===== src/bil_pkg.sv =====
// package for the boot image loader and security configuration block
// assumes a single 10 MHz clock domain and one design module
package bil_pkg;
  localparam logic [31:0] BIL_BYPASS_WORD  = 32'h0D15AB1E;
  localparam logic [31:0] BIL_CRC_POLY     = 32'hEDB88320;
  localparam logic [31:0] BIL_CRC_PRESET   = 32'hFFFFFFFF;
  localparam logic [31:0] BIL_SEC_RESET    = 32'h00000000;
  localparam int          BIL_RAM_AW       = 15;
  localparam logic [14:0] BIL_RAM_BASE     = 15'h0000;
  localparam int          BIL_OTP_AW       = 11;
  localparam int          BIL_OTP_ROWS     = 512;
  localparam int          BIL_OTP_SECTORS  = 4;
  localparam logic [10:0] BIL_OTP_SEC_ADDR = 11'h7FF;
  localparam logic [10:0] BIL_OTP_BOOT     = 11'h000;
  localparam logic [23:0] BIL_RES_OTP_ADDR = 24'h100200;
  localparam logic [23:0] BIL_RES_OTP_DATA = 24'h200100;
  localparam logic [23:0] BIL_RES_OTP_CTRL = 24'h100300;
  // security field positions
  localparam int BIL_SB_NO_JTAG   = 0;
  localparam int BIL_SB_NO_LINK   = 1;
  localparam int BIL_SB_SEC_BOOT  = 5;
  localparam int BIL_SB_REDUNDANT = 7;
  localparam int BIL_SB_LOCK0     = 8;
  localparam int BIL_SB_MASTER    = 12;
  localparam int BIL_SB_NO_JOTP   = 13;
  localparam int BIL_SB_NO_DEBUG  = 14;
  localparam int BIL_SB_USER_LO   = 15;
  localparam int BIL_SB_USER_HI   = 21;
  localparam int BIL_SB_ID_LO     = 22;
  localparam int BIL_SB_ID_HI     = 31;
  // register port map
  localparam logic [3:0] BIL_REG_SEC    = 4'h0;
  localparam logic [3:0] BIL_REG_STATUS = 4'h1;
  localparam logic [3:0] BIL_REG_CRC    = 4'h2;
  localparam logic [3:0] BIL_REG_LEN    = 4'h3;
  localparam logic [3:0] BIL_REG_OTPA   = 4'h4;
  localparam logic [3:0] BIL_REG_OTPD   = 4'h5;
  localparam logic [3:0] BIL_REG_OTPC   = 4'h6;
  localparam logic [3:0] BIL_REG_USER   = 4'h7;
  localparam logic [15:0] BIL_OTPC_PROG = 16'h0001;

  typedef enum logic [1:0] {
    BIL_PRIV_OK, BIL_PRIV_REFUSED
  } bil_priv_e;

  typedef struct packed {
    logic        valid;
    logic [7:0]  data;
  } bil_byte_s;

  typedef struct packed {
    logic        req;
    logic        write;
    logic [3:0]  addr;
    logic [31:0] wdata;
  } bil_reg_req_s;

  typedef struct packed {
    logic        jtag_block;
    logic        link_block;
    logic        secure_boot;
    logic        redundant_rows;
    logic        jtag_otp_block;
    logic        debug_ignore;
    logic [9:0]  usercode_ext;
  } bil_sec_s;
endpackage : bil_pkg


===== src/bil_loader.sv =====
// boot image loader: crc check, ram placement, otp security register
// assumes byte stream from an outside source; the debug request pin is
// synchronised inside by two flops; single clock domain
//////////////////////////////////////////////////////////////////////////
module bil_loader
  import bil_pkg::*;
(
  input  wire logic                      clk,
  input  wire logic                      rst,
  input  wire bil_pkg::bil_byte_s        img_byte,
  output logic                           img_ready,
  input  wire logic [31:0]               otp_rdata,
  output logic [bil_pkg::BIL_OTP_AW-1:0] otp_raddr,
  output logic                           otp_prog,
  output logic [bil_pkg::BIL_OTP_AW-1:0] otp_paddr,
  output logic [31:0]                    otp_pdata,
  output logic                           otp_redundant,
  output logic                           ram_we,
  output logic [bil_pkg::BIL_RAM_AW-1:0] ram_addr,
  output logic [31:0]                    ram_wdata,
  output logic                           cpu_start,
  output logic [bil_pkg::BIL_RAM_AW-1:0] cpu_start_addr,
  output logic                           boot_fail,
  output logic                           sec_valid,
  input  wire logic                      jtag_req,
  output logic                           jtag_grant,
  input  wire logic                      jtag_otp_req,
  output logic                           jtag_otp_grant,
  input  wire logic                      link_req,
  output logic                           link_grant,
  input  wire logic                      debug_n_pin,
  output logic                           debug_req,
  output logic [9:0]                     usercode_ext,
  input  wire bil_pkg::bil_reg_req_s     reg_req,
  output logic [31:0]                    reg_rdata
);
  import bil_pkg::*;

  typedef enum logic [3:0] {
    ST_SEC_ADDR, ST_SEC_READ, ST_OTP_ADDR, ST_OTP_READ, ST_LEN, ST_PROG,
    ST_CRC, ST_CHECK, ST_RUN, ST_FAIL
  } bil_state_e;

  function automatic logic [31:0] crc_byte(input logic [31:0] c,
                                           input logic [7:0]  d);
    logic [31:0] r;
    r = c ^ {24'h000000, d};
    for (int i = 0; i < 8; i++) begin
      r = r[0] ? ((r >> 1) ^ BIL_CRC_POLY) : (r >> 1);
    end
    return r;
  endfunction : crc_byte

  function automatic logic sector_locked(input logic [31:0] s,
                                         input logic [10:0] a);
    return s[BIL_SB_MASTER] | s[BIL_SB_LOCK0 + int'(a[10:9])];
  endfunction : sector_locked

  bil_state_e  state;
  logic [31:0] sec;
  logic [31:0] shreg;
  logic [1:0]  bcnt;
  logic [31:0] words_left;
  logic [31:0] len_word;
  logic [31:0] crc;
  logic [31:0] crc_rx;
  logic        dbg_s1;
  logic        dbg_s2;
  logic [15:0] otpa;
  logic [31:0] otpd;
  logic [6:0]  user_field;
  logic        prog_refused;
  logic        take;
  logic [31:0] next_shreg;

  assign take       = img_byte.valid & img_ready;
  assign next_shreg = {img_byte.data, shreg[31:8]};

  //////////////////////////////////////////////////////////////////////////
  // boot sequence
  always_ff @(posedge clk or posedge rst) begin
    if (rst) begin
      state      <= ST_SEC_ADDR;
      otp_raddr  <= BIL_OTP_SEC_ADDR;
      sec        <= BIL_SEC_RESET;
      sec_valid  <= 1'b0;
      img_ready  <= 1'b0;
      bcnt       <= 2'd0;
      shreg      <= 32'h00000000;
      words_left <= 32'h00000000;
      len_word   <= 32'h00000000;
      crc        <= BIL_CRC_PRESET;
      crc_rx     <= 32'h00000000;
      ram_we     <= 1'b0;
      ram_addr   <= BIL_RAM_BASE;
      ram_wdata  <= 32'h00000000;
      cpu_start  <= 1'b0;
      cpu_start_addr <= BIL_RAM_BASE;
      boot_fail  <= 1'b0;
    end else begin
      ram_we <= 1'b0;
      unique case (state)
        ST_SEC_ADDR: state <= ST_SEC_READ;
        ST_SEC_READ: begin
          sec       <= otp_rdata;
          sec_valid <= 1'b1;
          otp_raddr <= BIL_OTP_BOOT;
          ram_addr  <= BIL_RAM_BASE;
          state     <= otp_rdata[BIL_SB_SEC_BOOT] ? ST_OTP_ADDR : ST_LEN;
          img_ready <= ~otp_rdata[BIL_SB_SEC_BOOT];
        end
        ST_OTP_ADDR: state <= ST_OTP_READ;
        ST_OTP_READ: begin
          // copy otp rows below the security word into sram
          ram_we    <= 1'b1;
          ram_wdata <= otp_rdata;
          ram_addr  <= BIL_RAM_AW'(otp_raddr);
          if (otp_raddr == BIL_OTP_SEC_ADDR - 11'd1) begin
            cpu_start      <= 1'b1;
            cpu_start_addr <= BIL_RAM_BASE;
            state          <= ST_RUN;
          end else begin
            otp_raddr <= otp_raddr + 11'd1;
            state     <= ST_OTP_ADDR;
          end
        end
        ST_LEN: if (take) begin
          shreg <= next_shreg;
          bcnt  <= bcnt + 2'd1;
          crc   <= crc_byte(crc, img_byte.data);
          if (bcnt == 2'd3) begin
            len_word   <= next_shreg;
            words_left <= next_shreg;
            state      <= (next_shreg == 32'h0) ? ST_CRC : ST_PROG;
          end
        end
        ST_PROG: if (take) begin
          shreg <= next_shreg;
          bcnt  <= bcnt + 2'd1;
          crc   <= crc_byte(crc, img_byte.data);
          if (bcnt == 2'd3) begin
            ram_we     <= 1'b1;
            ram_wdata  <= next_shreg;
            ram_addr   <= BIL_RAM_AW'(len_word - words_left);
            words_left <= words_left - 32'd1;
            if (words_left == 32'd1) begin
              state <= ST_CRC;
            end
          end
        end
        ST_CRC: if (take) begin
          shreg <= next_shreg;  // crc word not hashed
          bcnt  <= bcnt + 2'd1;
          if (bcnt == 2'd3) begin
            crc_rx    <= next_shreg;
            img_ready <= 1'b0;
            state     <= ST_CHECK;
          end
        end
        ST_CHECK: begin
          if (crc_rx == BIL_BYPASS_WORD || crc_rx == ~crc) begin
            cpu_start      <= 1'b1;
            cpu_start_addr <= BIL_RAM_BASE;
            state          <= ST_RUN;
          end else begin
            boot_fail <= 1'b1;
            state     <= ST_FAIL;
          end
        end
        ST_RUN:  cpu_start <= 1'b0;
        ST_FAIL: boot_fail <= 1'b1;
      endcase
    end
  end

  //////////////////////////////////////////////////////////////////////////
  // security gating
  always_ff @(posedge clk or posedge rst) begin
    if (rst) begin
      dbg_s1 <= 1'b1;
      dbg_s2 <= 1'b1;
    end else begin
      dbg_s1 <= debug_n_pin;
      dbg_s2 <= dbg_s1;
    end
  end

  always_ff @(posedge clk or posedge rst) begin
    if (rst) begin
      jtag_grant     <= 1'b0;
      jtag_otp_grant <= 1'b0;
      link_grant     <= 1'b0;
      debug_req      <= 1'b0;
      otp_redundant  <= 1'b0;
      usercode_ext   <= 10'h000;
    end else begin
      jtag_grant     <= sec_valid & jtag_req & ~sec[BIL_SB_NO_JTAG];
      jtag_otp_grant <= sec_valid & jtag_otp_req
                        & ~sec[BIL_SB_NO_JTAG]
                        & ~sec[BIL_SB_NO_JOTP];
      link_grant     <= sec_valid & link_req & ~sec[BIL_SB_NO_LINK];
      debug_req      <= sec_valid & ~dbg_s2 & ~sec[BIL_SB_NO_DEBUG];
      otp_redundant  <= sec_valid & sec[BIL_SB_REDUNDANT];
      usercode_ext   <= sec[BIL_SB_ID_HI:BIL_SB_ID_LO];
    end
  end

  //////////////////////////////////////////////////////////////////////////
  // otp programming ports and user field
  assign prog_refused = ~sec_valid | sector_locked(sec, otpa[10:0]);

  always_ff @(posedge clk or posedge rst) begin
    if (rst) begin
      otpa         <= 16'h0000;
      otpd         <= 32'h00000000;
      user_field   <= 7'h00;
      otp_prog     <= 1'b0;
      otp_paddr    <= 11'h000;
      otp_pdata    <= 32'h00000000;
    end else begin
      otp_prog <= 1'b0;
      if (reg_req.req && reg_req.write) begin
        unique case (reg_req.addr)
          BIL_REG_OTPA: otpa <= reg_req.wdata[15:0];
          BIL_REG_OTPD: otpd <= reg_req.wdata;
          BIL_REG_OTPC: begin
            // 2048 rows = 4 x 512; top row is the security word
            if ((reg_req.wdata[15:0] & BIL_OTPC_PROG) != 16'h0
                && !prog_refused) begin
              otp_prog  <= 1'b1;
              otp_paddr <= otpa[10:0];
              otp_pdata <= otpd;
            end
          end
          BIL_REG_USER:
            user_field <= reg_req.wdata[BIL_SB_USER_HI:BIL_SB_USER_LO];
          default: ;
        endcase
      end
    end
  end

  //////////////////////////////////////////////////////////////////////////
  // register read
  always_ff @(posedge clk or posedge rst) begin
    if (rst) begin
      reg_rdata <= 32'h00000000;
    end else if (reg_req.req && !reg_req.write) begin
      unique case (reg_req.addr)
        BIL_REG_SEC:    reg_rdata <= sec;
        BIL_REG_STATUS: reg_rdata <= {26'h0, sec_valid, cpu_start,
                                      boot_fail, state == ST_RUN,
                                      state == ST_FAIL, img_ready};
        BIL_REG_CRC:    reg_rdata <= ~crc;
        BIL_REG_LEN:    reg_rdata <= len_word;
        BIL_REG_OTPA:   reg_rdata <= {16'h0, otpa};
        BIL_REG_OTPD:   reg_rdata <= otpd;
        BIL_REG_OTPC:   reg_rdata <= {31'h0, prog_refused};
        BIL_REG_USER:   reg_rdata <= {10'h0, user_field, 15'h0};
        default:        reg_rdata <= 32'h00000000;
      endcase
    end else begin
      reg_rdata <= 32'h00000000;
    end
  end
endmodule : bil_loader


===== config.mk =====
export PLATFORM = sky130hd
export DESIGN_NAME = bil_loader
export DESIGN_NICKNAME = d
export VERILOG_FILES = /design/src/bil_pkg.sv /design/src/bil_loader.sv
export SDC_FILE = /design/constraint.sdc
export NUM_CORES = 1
export LEC_CHECK = 0
export ABC_AREA = 0
export ABC_CLOCK_PERIOD_IN_PS = 16900
export BUFFER_PORTS_ARGS = -buffer_cell sky130_fd_sc_hd__clkbuf_2
export CAP_MARGIN = 20
export CORE_ASPECT_RATIO = 0.6
export CORE_UTILIZATION = 45
export CTS_CLUSTER_SIZE = 20
export DETAILED_ROUTE_END_ITERATION = 8
export HOLD_SLACK_MARGIN = 0.03
export PLACE_DENSITY = 0.67
export SLEW_MARGIN = 30
export SYNTH_ARGS = -nofsm -noshare
export SYNTH_HDL_FRONTEND = slang
export SYNTH_SLANG_ARGS = --single-unit

===== constraint.sdc =====
create_clock -name clk -period 16.9 [get_ports clk]
set_input_delay 2.535 -clock clk [delete_from_list [all_inputs] [get_ports clk]]
set_output_delay 2.535 -clock clk [all_outputs]
set_load 0.02 [all_outputs]

======== Yosys cells after proc, flatten, opt, wreduce, memory -nomap -nowiden ========
Cells that the tools add are included.
Widths: inputs -> output; s select.
operators by class
  add/sub/neg operators ................... 5
  magnitude comparators ................... 1
  equality and inequality tests ........... 32
  multiplexer cells ....................... 53
  bitwise operators ....................... 30
  reduce and logical (&&, ||, !) cells .... 37
operator list
  operator               count
  $mux 32                13
  $pmux 32 s8            1
  $pmux 32 s2            2
  $not 13->14            8
  $mux 15                4
  $pmux 15 s3            1
  $eq 32x1->1 const B    1
  $eq 32x28->1 const B   1
  $eq 32x32->1           1
  $eq 4x3->1 const B     8
  $logic_not 32->1       1
  $mux 4                 8
  $not 32->32            1
  $pmux 4 s8             1
  $sub 32x1->32 const B  1
  $xor 32x8->32          1
  $pmux 15 s2            1
  $reduce_and 3->1       8
  $ne 2x2->1 const B     11
  $pmux 11 s2            1
  $eq 4x2->1 const B     4
  $sub 15x15->15         1
  $reduce_and 2->1       7
  $mux 1                 13
  28 further kinds       59
word-level totals
  register bits after elaboration ......... 424
  input port bits ......................... 85
  output and inout port bits .............. 169
  logic and storage cells ................. 190

======== Logic depth before layout (Yosys ltp) ========
  word-level depth ........................ 17
  depth in mapped cells ................... 11
  mapped depth without buffers ............ 10

======== Least setup slack after synthesis ========
No wires, ideal clock.
  path kind ............................... input to register
  start point ............................. input reg_req[34] in the netlist's numbering
  end point ............................... register otpa[0]
  setup time .............................. 125 ps
  data arrival time ....................... 4213 ps
  data required time ...................... 16775 ps
  slack ................................... 12562 ps
  stages .................................. 7
  path buffers ............................ 3
  path through ............................ clkbuf_1 -> nand2b_1 -> nor3_1 -> and3_1 -> clkbuf_1 -> clkbuf_1 -> mux2_2
between the ends
  longest elaborated chain between the ends .. 2
RTL lines
  what                               line               source
  start, declared                    bil_loader.sv:34   input wire bil_pkg::bil_reg_req_s reg_req,
  $eq 4x3->1                         bil_loader.sv:223  unique case (reg_req.addr)
  $reduce_and 2->1 (no source line)  n/a
  end signal, assigned               bil_loader.sv:224  BIL_REG_OTPA: otpa <= reg_req.wdata[15:0];
  end, declared                      bil_loader.sv:69   logic [15:0] otpa;
Every way passes these cells.
A chain may end at the register's enable or synchronous reset.

======== Worst setup path in the final report ========
  start point ............................. input img_byte[8] in the netlist's numbering
  end point ............................... register len_word[24]
between the ends
  longest elaborated chain between the ends .. 2
RTL lines
  what                               line               source
  start, declared                    bil_loader.sv:10   input wire bil_pkg::bil_byte_s img_byte,
  $and 1x1->1                        bil_loader.sv:76   assign take = img_byte.valid & img_ready;
  $reduce_and 3->1 (no source line)  n/a
  end signal, assigned               bil_loader.sv:132  len_word <= next_shreg;
  end, declared                      bil_loader.sv:64   logic [31:0] len_word;
Every way passes these cells.

==> impl_metrics.env <==
export IMPL_wl_met1_um=25700
export IMPL_seq_area_frac_synth=0.540
export IMPL_globalplace_congestion=0.999
export IMPL_critPathMaxStageDelay_ns=0.57
export IMPL_pwr_share_comb=0.309
export IMPL_synth_edff_count=0
export IMPL_vdd_drop_max_v=0.000101
export IMPL_tns_ns=0
export IMPL_slew_viol_final=0
export IMPL_crit_fanout=34
export IMPL_drive_gt1_frac=0.324
export IMPL_fmax_ghz=0.221
export IMPL_grt_pass1_vias=13700
export IMPL_end_kind="flip-flop"
export IMPL_arrival_ns=4.95
export IMPL_setup_viol=0
export IMPL_synth_warnings=0
export IMPL_io_pins=254
export IMPL_path_cells="clkbuf_2 > nand2_1 > nor3_1 > nand2_2 > nor2_2 > buf_4 > mux2_2"
export IMPL_firstDrtPassIters=6
export IMPL_die_w_um=265
export IMPL_tightest_slew_ns=0.899
export IMPL_postRouteAntennaNets=0
export IMPL_p_total_w=0.00343
export IMPL_h_tree_depth=2
export IMPL_port_buffers=238
export IMPL_core_area_um2=40700
export IMPL_synth_avg_cell_area_um2=11.5
export IMPL_wl_met3_um=5030
export IMPL_syn_instance_count=1630
export IMPL_p_int_w=0.00215
export IMPL_leakage_nw=10.2
export IMPL_yosysTopAreaCellShare=0.477
export IMPL_start_kind="input port"
export IMPL_synth_area_top_cells="dfrtp_1 (48%), mux2_2 (13%), dfstp_2 (6.3%)"
export IMPL_num_vias=14100
export IMPL_path_class="input port to flip-flop"
export IMPL_sw_frac_of_total=0.373
export IMPL_post_cts_buffers=0
export IMPL_status="finished clean"
export IMPL_first_iter_violations=1743
export IMPL_dieArea_um2=42400
export IMPL_hold_depth=0
export IMPL_rsz0062_at_grt="no"
export IMPL_wirelength_um=55300
export IMPL_layout_worst_path_cycle_share=0.268
export IMPL_synth_top_area_cell="dfrtp_1"
export IMPL_reg2regPathDepth=6
export IMPL_cts_resized_gates=0
export IMPL_die_y_um=160
export IMPL_rows=57
export IMPL_finClkSkew_ns=0.0211
export IMPL_post_dp_hpwl_um=40200
export IMPL_ys_ff_latch=401
export IMPL_drc_errors=0
export IMPL_slew_headroom=0.396
export IMPL_powerDensity_nw_per_um2=159
export IMPL_period_needed_ns=4.53
export IMPL_area_delta_synth_final_pct=15.9
export IMPL_post_drt_wl_per_cell_um=22.8
export IMPL_grt_util_all_layers=0.261
export IMPL_cts_tree="done"
export IMPL_clock_power_share=0.252
export IMPL_insertion_delay_ns=0.55
export IMPL_grt_remaining_overflow=0
export IMPL_cts_sinks=401
export IMPL_pwr_share_seq=0.439
export IMPL_async_flop_share=1.00
export IMPL_synth_cell_type_count=73
export IMPL_grt_max_degree=130
export IMPL_antenna_cells=0
export IMPL_cap_viol_max_count=0
export IMPL_fill_cells=3517
export IMPL_postCtsHoldBufs=0
export IMPL_clk_pin_slew_worst_paths_ns=0.06
export IMPL_p_switching_w=0.00128
export IMPL_cts_path_max_buffers=3
export IMPL_antenna_found_initial=1
export IMPL_slowest_stage="nand2_2"
export IMPL_start_util=0.459
export IMPL_min_path_type="flip-flop to flip-flop"
export IMPL_nets=1946
export IMPL_dr_max_layer_used="met5"
export IMPL_grt_first_pass_wirelength_um=84500
export IMPL_hold_viol=0
export IMPL_syn_area_um2=18700
export IMPL_final_util=0.532
export IMPL_required_ns=17.31
export IMPL_synth_ff_type="dfrtp_1"
export IMPL_cts_root_buf="clkbuf_16"
export IMPL_viasPerCell=5.80
export IMPL_wl_met2_um=23700
export IMPL_cts_buffers_inserted=38
-- worst paths after layout --
check | start | to | slack, ns
min in group asynchronous | rst | words_left[22] | 2.09
hold / removal | dbg_s1 | dbg_s2 | 0.36
setup / recovery | img_byte[8] | len_word[24] | 12.37
max in group asynchronous | rst | otp_paddr[10] | 13.06
setup reg to reg | state[2] | len_word[24] | 13.63
hold reg to reg | dbg_s1 | dbg_s2 | 0.36
-- layer usage --
layer | track usage | vias to the layer above
li1 | - | 6260
met1 | 0.401 | 7159
met2 | 0.376 | 605
met3 | 0.0577 | 65
met4 | 0.0499 | 2
met5 | 0 | -
-- layout make-up --
type                    instances  area [um^2]  area share
repair buffers                263         1420      0.0657
clock inverters                10          134     0.00618
inverters                      26          110     0.00508
flip-flops and latches        401        10100       0.466
clock buffers                  57         1090      0.0505
well taps                     560          701      0.0324
multi-input cells            1111         8110       0.374
-- cells by family (layout without fill, tap and decap cells) --
| kind of cell | count (synthesis) | count (layout) | synth area share |
|---|---|---|---|
| flops | 401 | 401 | 0.540 |
| simple gates | 357 | 357 | 0.0933 |
| compound gates | 339 | 339 | 0.110 |
| mux | 256 | 256 | 0.152 |
| buf+inv | 132 | 356 | 0.0322 |
| xor+xnor | 124 | 124 | 0.0593 |
| fa+ha+maj | 20 | 20 | 0.0138 |
| other cells | 1 | 15 | 0.000201 |
-- cells in the final DEF, fill, tap and decap left out, types with 5 or more instances in the layout --
cell       instances
a21oi_1          105
o21ai_0          125
nand2_1          130
and2_1             5
buf_4             22
or3_1              8
clkbuf_2         238
a22o_1             7
nand2b_1           8
nor2_1            79
xor2_1            63
dfrtp_1          356
a221oi_1          14
a31oi_1            6
a222oi_1          17
conb_1            15
nor2b_1            9
mux2_2           220
xnor2_1           58
inv_1             25
o22ai_1           12
a22oi_1           18
mux2i_1           36
nand4_1           19
ha_1              19
clkbuf_1          13
clkbuf_16         39
dfstp_2           45
nor3_1            19
clkbuf_8           5
nor4_1            21
nand3_1           12
-- stage by stage --
stage | worst slack [ns] | hold WS, ns | std cells | instance area (um^2)
floorplan | 3.29 | 0.345 | 1644 | 18700
finish | 12.37 | 0.356 | 2428 | 21700
CTS | 12.28 | 0.357 | 2426 | 21600
detailed placement | 11.70 | 0.349 | 2359 | 20400
global route | 12.18 | 0.359 | 2428 | 21700
global placement | 11.75 | 0.348 | 2359 | 20400
-- critical path: cells and delay by family --
kind	cells	cell delay, ns
simple gates	4	1.41
buf+inv	2	0.55
mux	1	0.40
-- Yosys cell counts, types with 3 or more instances --
| cell type | count |
|---|---|
| inv_1 | 26 |
| or3_1 | 8 |
| mux2_2 | 220 |
| ha_1 | 19 |
| o21ai_0 | 125 |
| o32ai_1 | 4 |
| and3_1 | 4 |
| a211oi_1 | 3 |
| a31oi_1 | 6 |
| nor2_1 | 81 |
| nor2b_1 | 10 |
| and2_1 | 5 |
| a221oi_1 | 14 |
| clkbuf_1 | 73 |
| nand2_1 | 130 |
| a21oi_1 | 106 |
| a221o_1 | 3 |
| a222oi_1 | 17 |
| nand4_1 | 19 |
| mux2i_1 | 36 |
| o2bb2ai_1 | 4 |
| buf_2 | 4 |
| nor4_1 | 22 |
| nor3b_1 | 4 |
| dfstp_2 | 45 |
| xnor2_1 | 58 |
| xor2_1 | 63 |
| o22ai_1 | 12 |
| nor3_1 | 21 |
| dfrtp_1 | 356 |
| and4_1 | 3 |
| or4_1 | 4 |
| nand3_1 | 12 |
| a22oi_1 | 18 |
| buf_1 | 8 |
| buf_6 | 6 |
| a22o_1 | 7 |
| buf_4 | 15 |
| nand2b_1 | 8 |
-- state kept, by name, indices dropped and copies added, names as in the netlist, 11 cells and up --
signal,cells
crc,32
crc_rx,32
len_word,32
otp_pdata,32
otpd,32
ram_wdata,32
reg_rdata,32
sec,32
words_left,32
shreg,24
otpa,16
ram_addr,15
otp_paddr,11
otp_raddr,11
-- power groups by stage --
stage          Clock [W]  Sequential [W]  Combinational [W]
6_report        0.000865         0.00151            0.00106
5_1_grt         0.000921         0.00153            0.00115
4_1_cts         0.000881         0.00149            0.00105
3_5_place_dp           0         0.00151            0.00104
3_3_place_gp           0         0.00150            0.00103
2_1_floorplan          0         0.00145           0.000724
(Power assumes the default switching activity.)
